$ cat config.mk
export PLATFORM = sky130hd
export DESIGN_NAME = btce_exec
export DESIGN_NICKNAME = d
export VERILOG_FILES = /design/src/core/btce_pkg.sv /design/src/core/btce_rf_if.sv /design/src/core/btce_exec.sv /design/src/core/btce_regfile.sv
export SDC_FILE = /design/constraint.sdc
export NUM_CORES = 1
export LEC_CHECK = 0
export BUFFER_PORTS_ARGS = -buffer_cell sky130_fd_sc_hd__buf_4
export CAP_MARGIN = 30
export CORE_ASPECT_RATIO = 0.75
export CORE_UTILIZATION = 30
export CTS_CLUSTER_SIZE = 25
export DETAILED_ROUTE_END_ITERATION = 16
export GPL_TIMING_DRIVEN = 0
export PLACE_DENSITY_LB_ADDON = 0.25
export SYNTH_ARGS = -nofsm -noshare
export SYNTH_HDL_FRONTEND = slang
export SYNTH_SLANG_ARGS = --single-unit
$ cat constraint.sdc
create_clock -name clk_i -period 5.1 [get_ports clk_i]
set_input_delay 0 -clock clk_i [delete_from_list [all_inputs] [get_ports clk_i]]
set_output_delay 0 -clock clk_i [all_outputs]
set_load 0.02 [all_outputs]
$ cat src/core/btce_pkg.sv
// Package for the bit-test/call execution block: widths, opcodes, reset values.
// Assumes a 14-bit instruction word supplied by the fetch stage each cycle.
package btce_pkg;
  localparam int DATA_W    = 8;
  localparam int ADDR_W    = 6;
  localparam int BIT_W     = 3;
  localparam int PC_W      = 10;
  localparam int SP_W      = 3;
  localparam int OPC_W     = 3;
  localparam int INSN_W    = 14;
  localparam int STACK_D   = 8;
  // Field positions within the instruction word
  localparam int OPC_LSB   = 11;
  localparam int BIT_LSB   = 6;
  localparam int PCH_W     = 2;
  localparam logic [DATA_W-1:0] ACC_RST = 8'h00;
  localparam logic [PC_W-1:0]   PC_RST  = 10'h000;
  localparam logic [PC_W-1:0]   PC_ONE  = 10'h001;
  localparam logic [SP_W-1:0]   SP_RST  = 3'h0;
  localparam logic [SP_W-1:0]   SP_ONE  = 3'h1;
  localparam logic [DATA_W-1:0] ZERO_B  = 8'h00;
  localparam logic [DATA_W-1:0] ONE_B   = 8'h01;
  typedef enum logic [OPC_W-1:0] {
    OPC_NOP   = 3'h0,
    OPC_ANDI  = 3'h1,
    OPC_SETB  = 3'h2,
    OPC_SKPC  = 3'h3,
    OPC_SKPS  = 3'h4,
    OPC_CALL  = 3'h5
  } btce_opc_t;
endpackage

$ cat src/core/btce_rf_if.sv
// Interface carrying register-file accesses between executor and file.
// Assumes one read port and one write port, same clock.
`timescale 1ns/10ps
interface btce_rf_if;
  logic [btce_pkg::ADDR_W-1:0] raddr;
  logic [btce_pkg::DATA_W-1:0] rdata;
  logic                        we;
  logic [btce_pkg::ADDR_W-1:0] waddr;
  logic [btce_pkg::DATA_W-1:0] wdata;
  modport exec (output raddr, input rdata, output we, output waddr, output wdata);
  modport file (input raddr, output rdata, input we, input waddr, input wdata);
endinterface

$ cat src/core/btce_exec.sv
// Execution core for AND-immediate, set-bit, bit-test skips and call.
// Assumes one instruction per enabled clock from the fetch stage; fetch
// follows pc_o. Register file is internal; accumulator is exposed.
`timescale 1ns/10ps
module btce_exec #(
  parameter int STACK_DEPTH = btce_pkg::STACK_D
) (
  input  wire logic                            clk_i,
  input  wire logic                            nrst_i,
  input  wire logic                            ce_i,
  input  wire logic [btce_pkg::INSN_W-1:0]     insn_i,
  input  wire logic [btce_pkg::DATA_W-1:0]     pc_high_buffer_i,
  output logic      [btce_pkg::PC_W-1:0]       pc_o,
  output logic      [btce_pkg::DATA_W-1:0]     accumulator_o,
  output logic                                 zero_o,
  output logic      [btce_pkg::SP_W-1:0]       sp_o,
  output logic      [btce_pkg::PC_W-1:0]       stack_top_o,
  output logic                                 discard_o
);
  // ---------------------------------------------------------------
  // Declarations
  // ---------------------------------------------------------------
  typedef enum logic [1:0] {BTCE_RUN, BTCE_SKIP, BTCE_CALL2} btce_state_t;

  btce_state_t                   state_reg;
  btce_state_t                   state_next;
  logic [btce_pkg::PC_W-1:0]     pc_reg;
  logic [btce_pkg::PC_W-1:0]     pc_next;
  logic [btce_pkg::DATA_W-1:0]   acc_reg;
  logic                          zero_reg;
  logic [btce_pkg::SP_W-1:0]     sp_reg;
  logic [btce_pkg::PC_W-1:0]     stack_reg [STACK_DEPTH];
  logic [btce_pkg::PC_W-1:0]     top_reg;

  btce_rf_if rf ();

  btce_regfile #(
    .DEPTH (1 << btce_pkg::ADDR_W)
  ) u_rf (
    .clk_i  (clk_i),
    .nrst_i (nrst_i),
    .ce_i   (ce_i),
    .rf     (rf)
  );

  // ---------------------------------------------------------------
  // Helpers
  // ---------------------------------------------------------------
  function automatic logic [btce_pkg::DATA_W-1:0] btce_bit_mask(
    input logic [btce_pkg::BIT_W-1:0] idx
  );
    btce_bit_mask = btce_pkg::ONE_B << idx;
  endfunction

  // Opcode compare shared by every decode line
  function automatic logic btce_op_hit(
    input logic [btce_pkg::OPC_W-1:0] field,
    input btce_pkg::btce_opc_t        code
  );
    btce_op_hit = (field == code);
  endfunction

  // ---------------------------------------------------------------
  // Field extraction
  // ---------------------------------------------------------------
  wire                        live     = (state_reg == BTCE_RUN);
  wire [btce_pkg::OPC_W-1:0]  opc_fld  = insn_i[btce_pkg::OPC_LSB +: btce_pkg::OPC_W];
  wire [btce_pkg::DATA_W-1:0] imm      = insn_i[btce_pkg::DATA_W-1:0];
  wire [btce_pkg::ADDR_W-1:0] reg_adr  = insn_i[btce_pkg::ADDR_W-1:0];
  wire [btce_pkg::BIT_W-1:0]  bit_idx  = insn_i[btce_pkg::BIT_LSB +: btce_pkg::BIT_W];
  wire [btce_pkg::DATA_W-1:0] mask     = btce_bit_mask(bit_idx);
  wire                        bit_one  = |(rf.rdata & mask);

  // ---------------------------------------------------------------
  // Opcode decode
  // ---------------------------------------------------------------
  // Unlisted codes match nothing and so fall through as a no-op
  wire                        op_andi  = btce_op_hit(opc_fld, btce_pkg::OPC_ANDI);
  wire                        op_setb  = btce_op_hit(opc_fld, btce_pkg::OPC_SETB);
  wire                        op_skpc  = btce_op_hit(opc_fld, btce_pkg::OPC_SKPC);
  wire                        op_skps  = btce_op_hit(opc_fld, btce_pkg::OPC_SKPS);
  wire                        op_call  = btce_op_hit(opc_fld, btce_pkg::OPC_CALL);

  // Gating by live keeps a discarded word from acting
  wire                        is_andi  = live && op_andi;
  wire                        is_setb  = live && op_setb;
  wire                        is_call  = live && op_call;
  wire                        skip_clr = live && op_skpc && !bit_one;
  wire                        skip_set = live && op_skps && bit_one;
  wire                        skip_tk  = skip_clr || skip_set;

  // ---------------------------------------------------------------
  // Datapath
  // ---------------------------------------------------------------
  wire [btce_pkg::DATA_W-1:0] and_res  = acc_reg & imm;
  wire                        and_zero = (and_res == btce_pkg::ZERO_B);
  wire [btce_pkg::PC_W-1:0]   pc_inc   = pc_reg + btce_pkg::PC_ONE;
  wire [btce_pkg::PC_W-1:0]   call_tgt = {pc_high_buffer_i[btce_pkg::PCH_W-1:0], imm};
  wire [btce_pkg::SP_W-1:0]   sp_inc   = sp_reg + btce_pkg::SP_ONE;
  // Enables fold in ce_i so a frozen clock moves nothing
  wire                        acc_en   = ce_i && is_andi;
  wire                        push_en  = ce_i && is_call;

  // Set-bit is a read-modify-write of one byte within a single cycle
  assign rf.raddr = reg_adr;
  assign rf.we    = is_setb;
  assign rf.waddr = reg_adr;
  assign rf.wdata = rf.rdata | mask;

  // ---------------------------------------------------------------
  // Sequencing
  // ---------------------------------------------------------------
  always_comb begin
    state_next = BTCE_RUN;
    pc_next    = pc_inc;
    unique case (state_reg)
      BTCE_RUN: begin
        if (skip_tk) begin
          state_next = BTCE_SKIP;
        end else if (is_call) begin
          state_next = BTCE_CALL2;
          pc_next    = call_tgt;
        end
      end
      // Discarded word: PC still advances, nothing else moves
      BTCE_SKIP: begin
        state_next = BTCE_RUN;
      end
      // The target word shows during the filler cycle; PC holds so that
      // it runs next instead of being lost
      BTCE_CALL2: begin
        state_next = BTCE_RUN;
        pc_next    = pc_reg;
      end
      // Fourth state code is unreachable; recover to run
      default: begin
        state_next = BTCE_RUN;
      end
    endcase
  end

  // ---------------------------------------------------------------
  // State
  // ---------------------------------------------------------------
  always_ff @(posedge clk_i) begin
    if (!nrst_i) begin
      state_reg <= BTCE_RUN;
    end else if (ce_i) begin
      state_reg <= state_next;
    end
  end

  always_ff @(posedge clk_i) begin
    if (!nrst_i) begin
      pc_reg <= btce_pkg::PC_RST;
    end else if (ce_i) begin
      pc_reg <= pc_next;
    end
  end

  always_ff @(posedge clk_i) begin
    if (!nrst_i) begin
      acc_reg <= btce_pkg::ACC_RST;
    end else if (acc_en) begin
      acc_reg <= and_res;
    end
  end

  always_ff @(posedge clk_i) begin
    if (!nrst_i) begin
      zero_reg <= 1'b0;
    end else if (acc_en) begin
      zero_reg <= and_zero;
    end
  end

  // ---------------------------------------------------------------
  // Return stack
  // ---------------------------------------------------------------
  // Stack wraps silently on overflow; no depth check in hardware
  always_ff @(posedge clk_i) begin
    if (!nrst_i) begin
      sp_reg <= btce_pkg::SP_RST;
    end else if (push_en) begin
      sp_reg <= sp_inc;
    end
  end

  // Array kept as plain storage without reset; the copy below is visible
  always_ff @(posedge clk_i) begin
    if (nrst_i && push_en) begin
      stack_reg[sp_reg] <= pc_inc;
    end
  end

  always_ff @(posedge clk_i) begin
    if (!nrst_i) begin
      top_reg <= btce_pkg::PC_RST;
    end else if (push_en) begin
      top_reg <= pc_inc;
    end
  end

  // ---------------------------------------------------------------
  // Outputs
  // ---------------------------------------------------------------
  assign pc_o          = pc_reg;
  assign accumulator_o = acc_reg;
  assign zero_o        = zero_reg;
  assign sp_o          = sp_reg;
  assign stack_top_o   = top_reg;
  assign discard_o     = !live;
endmodule

$ cat src/core/btce_regfile.sv
// Data register file, 64 bytes, combinational read, clocked write.
// Assumes the executor drives one write at most per cycle.
`timescale 1ns/10ps
module btce_regfile #(
  parameter int DEPTH = 64
) (
  input  wire logic clk_i,
  input  wire logic nrst_i,
  input  wire logic ce_i,
  btce_rf_if.file   rf
);
  logic [btce_pkg::DATA_W-1:0] mem_reg [DEPTH];

  assign rf.rdata = mem_reg[rf.raddr];

  always_ff @(posedge clk_i) begin
    if (!nrst_i) begin
      for (int i = 0; i < DEPTH; i++) begin
        mem_reg[i] <= btce_pkg::ZERO_B;
      end
    end else if (ce_i && rf.we) begin
      mem_reg[rf.waddr] <= rf.wdata;
    end
  end
endmodule

Word level (Yosys, flattened, before mapping)
Memory sizes are Yosys's and may differ from the RTL's.
Cells that the tools add are included.
Word-level totals
  RAM bits: 512
  output and inout bits: 33
  logic and storage cells: 51
  input port bits: 25
  flip-flop bits (word level): 34
  memories: 1
Cells by class
  multiplexer cells: 13
  bitwise logic cells: 4
  add/sub/neg operators: 2
  eq/ne operators: 6
  shifts and indexed selects: 1
  reductions and logical operators: 18
Memories
  u_rf.mem_reg: depth 64, bits a word 8, rd ports 1, clocked after memory_dff 0, write ports 64, RTL line btce_regfile.sv:12  | logic [btce_pkg::DATA_W-1:0] mem_reg [DEPTH];
Operators by type and width (count)
  10-bit two-way mux: 2
  10-bit case mux with 2 select lines: 1
  8-bit bitwise AND: 2
  8-bit OR reduction: 2
  10-bit by 1-bit adder with 10-bit output (second input constant): 1
  1-bit logical AND: 10
  8-bit logical NOT: 1
  8-bit two-way mux: 1
  8-bit OR: 1
  1-bit by 3-bit left shift with 8-bit output (first input constant): 1
  3-bit by 2-bit == test with 1-bit output (second input constant): 2
  3-bit == test (second input constant): 2
  2-bit two-way mux: 3
  6-bit two-way mux: 1
  1-bit two-way mux: 5
  3-bit by 1-bit adder with 3-bit output (second input constant): 1
  3-bit by 1-bit == test with 1-bit output (second input constant): 1
  2-bit == test (second input constant): 1
  1-bit logical NOT: 2
  2-bit logical NOT: 1
  2-bit AND reduction: 1
  1-bit logical OR: 1
  1-bit inverter: 1

Logic depth before layout (Yosys ltp)
  word-level depth: 8
  depth in mapped cells: 13
  mapped depth without buffers: 9

Modules after synthesis
From an unflattened synthesis, not the netlist that was laid out.
Unflattened totals
  cells, all modules: 1760
  area total of the unflattened synthesis: 25380.6 um^2
Modules (own cells, without submodules)
  btce_regfile: times used 1, area an instance 23646.4 um^2, cells an instance 1560, sequential area each 15374.7 um^2
  btce_exec: times used 1, area an instance 1734.2 um^2, cells an instance 200, sequential area each 680.7 um^2

Worst setup path before layout
No wires, ideal clock.
  path type: register -> register
  from: memory u_rf.mem_reg[13][1] (netlist bit)
  to: memory u_rf.mem_reg[13][1] (netlist bit) (data pin)
  clock period less this slack: 2.439 ns
  arrival time: 2.177 ns
  data required time: 4.839 ns
  library setup time: 0.261 ns
  cell stages (with the launch flop): 10
  path buffers: 2
  setup slack: 2.661 ns
  cell sequence: edfxtp_1 mux4_2 mux2_2 nand2_1 o221ai_1 a2111oi_0 a21boi_0 buf_2 buf_2 nor2_1
RTL lines (RTL line)
  start: declaration: btce_regfile.sv:12

Worst setup path in the final report
  from: input port insn_i[2] (netlist bit)
  to: register state_reg[0]
On the way
  longest elaborated chain between the ends: 8
  elaborated cells on any way between the ends: 9
  classes of those cells: 2 x mux; 1 x bitwise; 5 x reduce/logical; 1 x memory
RTL lines
  start: declaration: RTL line btce_exec.sv:11  | input wire logic [btce_pkg::INSN_W-1:0] insn_i,
  memory 64 x 8 bit *
  8-bit bitwise AND *: RTL line btce_exec.sv:72  | wire bit_one = |(rf.rdata & mask);
  8-bit OR reduction *: RTL line btce_exec.sv:72
  1-bit logical NOT: RTL line btce_exec.sv:88  | wire skip_clr = live && op_skpc && !bit_one;
  1-bit logical AND: RTL line btce_exec.sv:88
  1-bit logical OR *: RTL line btce_exec.sv:90  | wire skip_tk = skip_clr || skip_set;
  2-bit two-way mux *: RTL line btce_exec.sv:118  | if (skip_tk) begin
  2-bit two-way mux *: RTL line btce_exec.sv:116  | unique case (state_reg)
  end signal: assignment: RTL line btce_exec.sv:149  | state_reg <= state_next;
  end: declaration: RTL line btce_exec.sv:25  | btce_state_t state_reg;
Mark *: on every way between the ends. The rest lies on a longest branch, timed or not.
A chain may end at the register's enable or synchronous reset.

==> flow_summary.html <==
<table>
<tr><th>Metric</th><th>Value</th></tr>
<tr><th colspan="2">Routing</th></tr>
<tr><td>Detailed-route vias per instance</td><td>5.80</td></tr>
<tr><td>Wire length per cell</td><td>32.4 um</td></tr>
<tr><td>DRC violations left</td><td>0</td></tr>
<tr><td>Highest metal layer used by the detailed router</td><td>met5</td></tr>
<tr><td>Number of vias in the routed layout</td><td>about 18k</td></tr>
<tr><td>Starting DRC count in detailed routing</td><td>roughly 3.3k</td></tr>
<tr><td>Number of iterations in the first detailed-routing pass</td><td>6</td></tr>
<tr><td>Met2 wire len</td><td>between 40 and 50 mm</td></tr>
<tr><td>Met3 WL</td><td>around 14 mm</td></tr>
<tr><td>Metal-1 WL</td><td>~44 mm</td></tr>
<tr><td>Antenna Violating Nets Remaining</td><td>0</td></tr>
<tr><td>Final Routed Wirelength</td><td>103 mm</td></tr>
<tr><th colspan="2">Cells and area</th></tr>
<tr><td>Fill cell total of the finished layout</td><td>a little under 8k</td></tr>
<tr><td>Final non-filler cell area</td><td>~28000 um^2</td></tr>
<tr><td>Nets</td><td>around 2.1k</td></tr>
<tr><td>Max reg flops</td><td>roughly 510</td></tr>
<tr><td>Diode insertion count for antenna repair</td><td>0</td></tr>
<tr><td>Post-synthesis to final-layout area growth</td><td>15.6%</td></tr>
<tr><td>Fraction of final layout cells with drive strength greater than 1</td><td>between 10% and 20%</td></tr>
<tr><th colspan="2">Timing</th></tr>
<tr><td>RSZ-0062 raised after global routing</td><td>false</td></tr>
<tr><td>Setup skew after layout</td><td>0.0307 ns</td></tr>
<tr><td>Fin worst setup slack</td><td>-0.0220 ns</td></tr>
<tr><td>Share of the clock period used by the worst path after layout</td><td>100%</td></tr>
<tr><td>Count of final setup violators</td><td>1</td></tr>
<tr><td>Maximum operating frequency</td><td>0.195 GHz</td></tr>
<tr><td>Transition time of the tightest slew-check pin</td><td>~1.1 ns</td></tr>
<tr><td>Slew Limit Headroom</td><td>27.7%</td></tr>
<tr><td>Number of max-slew violations in the final report</td><td>0</td></tr>
<tr><td>Clock period minus worst slack</td><td>5.12 ns</td></tr>
<tr><td>Count of final hold-check violations</td><td>0</td></tr>
<tr><th colspan="2">Yosys</th></tr>
<tr><td>Syn Nets</td><td>between 1.5k and 2k</td></tr>
<tr><td>Synthesis-stage register bit count</td><td>between 500 and 600</td></tr>
<tr><td>Sequential area share after synthesis</td><td>~65%</td></tr>
<tr><td>Share of async-settable or async-resettable flops after synthesis</td><td>0%</td></tr>
<tr><td>Cell area after technology mapping</td><td>24500 um^2</td></tr>
<tr><td>Number of flops mapped to enable cells by yosys</td><td>around 500</td></tr>
<tr><td>Count of distinct cell types in the synthesized netlist</td><td>70</td></tr>
<tr><td>Mapped Avg Cell Area</td><td>between 10 and 15 um^2</td></tr>
<tr><td>Cells after synthesis</td><td>around 2.0k</td></tr>
<tr><td>Synth Flop Type</td><td>edfxtp_1</td></tr>
<tr><td>Synth warn</td><td>0</td></tr>
<tr><th colspan="2">Power</th></tr>
<tr><td>Leak pwr</td><td>between 10 and 15 nW</td></tr>
<tr><td>Power per cell area</td><td>approximately 370 nW/um^2</td></tr>
<tr><td>Maximum vdd ir drop</td><td>roughly 260 uV</td></tr>
<tr><th colspan="2">Clocking</th></tr>
<tr><td># H-tree levels</td><td>2</td></tr>
<tr><td>Clock-pin slew reported for the worst setup and hold paths after clock tree synthesis</td><td>approximately 0.060 ns</td></tr>
<tr><td>TritonCTS Buffers</td><td>54</td></tr>
<tr><td>Post-CTS setup buffer count</td><td>0</td></tr>
<tr><td>Clock tree root buffer cell</td><td>clkbuf_16</td></tr>
<tr><td>Clock Latency Late Sink</td><td>roughly 0.65 ns</td></tr>
<tr><td>CTS sink cnt</td><td>~550</td></tr>
<tr><td>Clock tree from TritonCTS</td><td>done</td></tr>
<tr><td>CTS Buffer Depth</td><td>3</td></tr>
<tr><th colspan="2">Die</th></tr>
<tr><td>Cell Rows</td><td>90</td></tr>
<tr><td>IO Pins</td><td>58</td></tr>
<tr><td>Full die area</td><td>~83000 um^2</td></tr>
<tr><td>Core Footprint</td><td>between 80000 and 90000 um^2</td></tr>
<tr><td>Horiz. Die Dim</td><td>approximately 330 um</td></tr>
<tr><td>Starting Density</td><td>30.4%</td></tr>
<tr><td>Chip Height</td><td>between 200 and 250 um</td></tr>
<tr><th colspan="2">Global route</th></tr>
<tr><td>First-pass GRT wire length</td><td>140 mm</td></tr>
<tr><td>Global router's overall resource usage</td><td>24.4%</td></tr>
<tr><td>Remaining Overflow, GRT</td><td>0</td></tr>
<tr><td>Initial antenna violation count</td><td>6</td></tr>
<tr><td>Largest net degree at the start of global routing</td><td>15</td></tr>
<tr><td>Via count of the first global-routing pass</td><td>approximately 17k</td></tr>
<tr><th colspan="2">Min path</th></tr>
<tr><td>Startpoint of the lowest-slack hold path</td><td>insn_i[8]</td></tr>
<tr><td>Worst Hold Endpoint</td><td>u_rf.mem_reg[41][4]</td></tr>
<tr><td>Worst hold path cell count</td><td>4</td></tr>
<tr><td>Min-Delay Path Class</td><td>in2reg</td></tr>
<tr><th colspan="2">Outcome</th></tr>
<tr><td>Violated checks</td><td>negative setup slack</td></tr>
<tr><td>Run status</td><td>finished with violations</td></tr>
<tr><th colspan="2">Setup path</th></tr>
<tr><td>Capturing point of the worst reg2reg path</td><td>state_reg[0]</td></tr>
<tr><td>Setup slack of the most critical reg-to-reg path</td><td>about 0.47 ns</td></tr>
<tr><td>Critical path's top delay family</td><td>buffers and inverters</td></tr>
<tr><td>Critical path data required time</td><td>5.69 ns</td></tr>
<tr><td>Max Fanout on Critical Path</td><td>10</td></tr>
<tr><td>Worst setup startpoint</td><td>insn_i[2]</td></tr>
<tr><td>Crit path buf inv count</td><td>7</td></tr>
<tr><td>Startpoint Class</td><td>primary input</td></tr>
<tr><td>Data arrival time of the critical path</td><td>5.71 ns</td></tr>
<tr><td>CP max-delay cell</td><td>dlygate4sd3_1</td></tr>
<tr><td>Crit-path cells</td><td>buf_2 &gt; buf_2 &gt; buf_2 &gt; buf_2 &gt; mux4_2 &gt; mux2i_1 &gt; o22ai_1 &gt; a211oi_1 &gt; nand2_1 &gt; and2_1 &gt; a211oi_1 &gt; dlygate4sd3_1 &gt; mux2i_1 &gt; dlygate4sd3_1 &gt; nand2_1 &gt; dlygate4sd3_1</td></tr>
<tr><td>CP Capture Type</td><td>register</td></tr>
<tr><td>Worst reg2reg path startpoint</td><td>u_rf.mem_reg[34][5]</td></tr>
<tr><td>Startpoint-to-endpoint class of the critical path</td><td>in2reg</td></tr>
<tr><td>Depth of the worst register-to-register path</td><td>10</td></tr>
<tr><td>Delay contributed by the slowest stage of the critical path</td><td>a little under 0.6 ns</td></tr>
<tr><td>Most used cell, CP</td><td>buf_2</td></tr>
<tr><th colspan="2">Placed design</th></tr>
<tr><td>Number of input and output port buffers inserted</td><td>45</td></tr>
<tr><td>Area of placed instances</td><td>roughly 26000 um^2</td></tr>
<tr><td>Routability cong.</td><td>1.02</td></tr>
<tr><td>Worst setup slack before clock tree synthesis</td><td>around 0.20 ns</td></tr>
<tr><td>HPWL after detailed placement</td><td>~71 mm</td></tr>
<tr><th colspan="2">Job</th></tr>
<tr><td>Number of max-cap violations</td><td>0</td></tr>
</table>
-- through the flow --
| stage | cells | TNS [ns] | hold WS, ns | power (mW) | utilization, % |
|---|---|---|---|---|---|
| 5_1_grt | 3186 | 0 | 0.0523 | 10.7 | 35.1 |
| 2_1_floorplan | 1953 | 0 | 0.156 | 5.75 | - |
| 6_report | 3186 | -0.0220 | 0.0521 | 10.5 | 35.1 |
| 4_1_cts | 3181 | 0 | 0.0112 | 10.4 | 35.1 |
| 3_5_place_dp | 3070 | 0 | 0.341 | 6.33 | 32.7 |
| 3_3_place_gp | 3056 | -84.04 | 0.340 | 6.31 | 32.5 |
-- Yosys cell counts, drive strengths merged, types with 4 or more instances --
library cell / count / area, um^2
a2111oi: 4 / 35.0
o21ai: 16 / 80.1
xnor2: 5 / 43.8
a21boi: 5 / 37.5
and3: 9 / 56.3
mux2i: 70 / 701
o211ai: 5 / 37.5
and2: 12 / 75.1
nand4: 5 / 31.3
nand3: 22 / 110
o2bb2ai: 6 / 52.6
a21oi: 30 / 161
clkbuf: 49 / 184
edfxtp: 512 / 15400
a211oi: 16 / 125
o311ai: 5 / 43.8
nor2: 547 / 2060
nor2b: 18 / 113
mux4: 56 / 1260
nor3b: 6 / 45.0
or3b: 6 / 52.6
nand3b: 10 / 75.1
o211a: 17 / 170
nand2: 177 / 664
a221oi: 47 / 412
inv: 9 / 33.8
o22a: 5 / 43.8
nand2b: 9 / 56.3
dfxtp: 34 / 681
a211o: 4 / 35.0
nor3: 24 / 130
xor2: 5 / 43.8
a22o: 5 / 43.8
mux2: 20 / 225
buf: 100 / 608
a22oi: 26 / 195
o22ai: 20 / 125
-- layer usage --
layer	vias up	GRT usage [%]
li1	7450	-
met1	9475	35.9
met2	1340	33.7
met3	195	8.25
met4	8	6.79
met5	-	0
-- placed cells by master, fill, tap and decap left out, types with 14 or more instances in the layout --
| master | n |
|---|---|
| nor2_1 | 544 |
| dfxtp_1 | 34 |
| mux2_2 | 20 |
| a221oi_1 | 47 |
| buf_4 | 78 |
| buf_2 | 63 |
| a21oi_1 | 29 |
| mux2i_1 | 70 |
| buf_6 | 14 |
| clkinv_1 | 14 |
| clkbuf_1 | 58 |
| clkbuf_16 | 54 |
| o21ai_0 | 15 |
| a22oi_1 | 26 |
| nand3_1 | 22 |
| nor3_1 | 19 |
| a211oi_1 | 15 |
| nor2b_1 | 18 |
| mux4_2 | 56 |
| nand2_1 | 177 |
| o22ai_1 | 20 |
| o211a_1 | 17 |
| edfxtp_1 | 512 |
-- what timing repair did --
item	4_1_cts	5_1_grt
endpoints found under the hold margin	13	0
gates resized for setup	0	1
hold buffers	12	0
endpoints found under the setup margin	0	1
-- power breakdown --
| group | switching [mW] | internal (mW) | total (mW) |
|---|---|---|---|
| logic | 0.922 | 0.299 | 1.22 |
| clock network | 1.83 | 2.35 | 4.18 |
| registers | 0.0527 | 5.03 | 5.08 |
| total | 2.81 | 7.67 | 10.5 |
-- worst max-delay path by stage --
stage / cells past startpoint / to
2_1_floorplan: 9 / u_rf.mem_reg[13][1]
5_1_grt: 16 / state_reg[0]
4_1_cts: 14 / state_reg[0]
3_3_place_gp: 9 / u_rf.mem_reg[22][4]
6_report: 16 / state_reg[0]
3_5_place_dp: 9 / u_rf.mem_reg[22][4]
-- cells by family (layout without fill, tap and decap cells) --
family	Yosys count	after routing	share of synthesized area, %
AND/OR/NAND/NOR	858	858	14.6
AO/OA/AOI/OAI	232	232	7.28
adder cells (fa/ha/maj)	2	2	0.102
buffers and inverters	159	334	3.38
flip-flops	546	546	65.4
XOR/XNOR	10	10	0.357
multiplexers	146	146	8.91
-- worst reg2reg max path: stages, from the launching register on --
cell and delay [ns]:
edfxtp_1 0.38, mux4_2 0.49, o21ai_1 0.53, o211ai_1 0.18
nor4b_1 0.93, a22oi_1 0.28, a211oi_2 0.31, mux2i_1 0.23
dlygate4sd3_1 0.59, nand2_1 0.06, dlygate4sd3_1 0.55
-- area by class of cell --
cell class	instances	area [um^2]	share of cell area [%]
multi-input cells	1248	7690	27.1
plain buffers	148	788	2.78
flip-flops and latches	546	16100	56.6
repair buffers	77	712	2.51
clock inverters	35	380	1.34
well taps	1058	1320	4.66
clock buffers	64	1390	4.89
inverters	10	37.5	0.132
(Power assumes the default switching activity.)
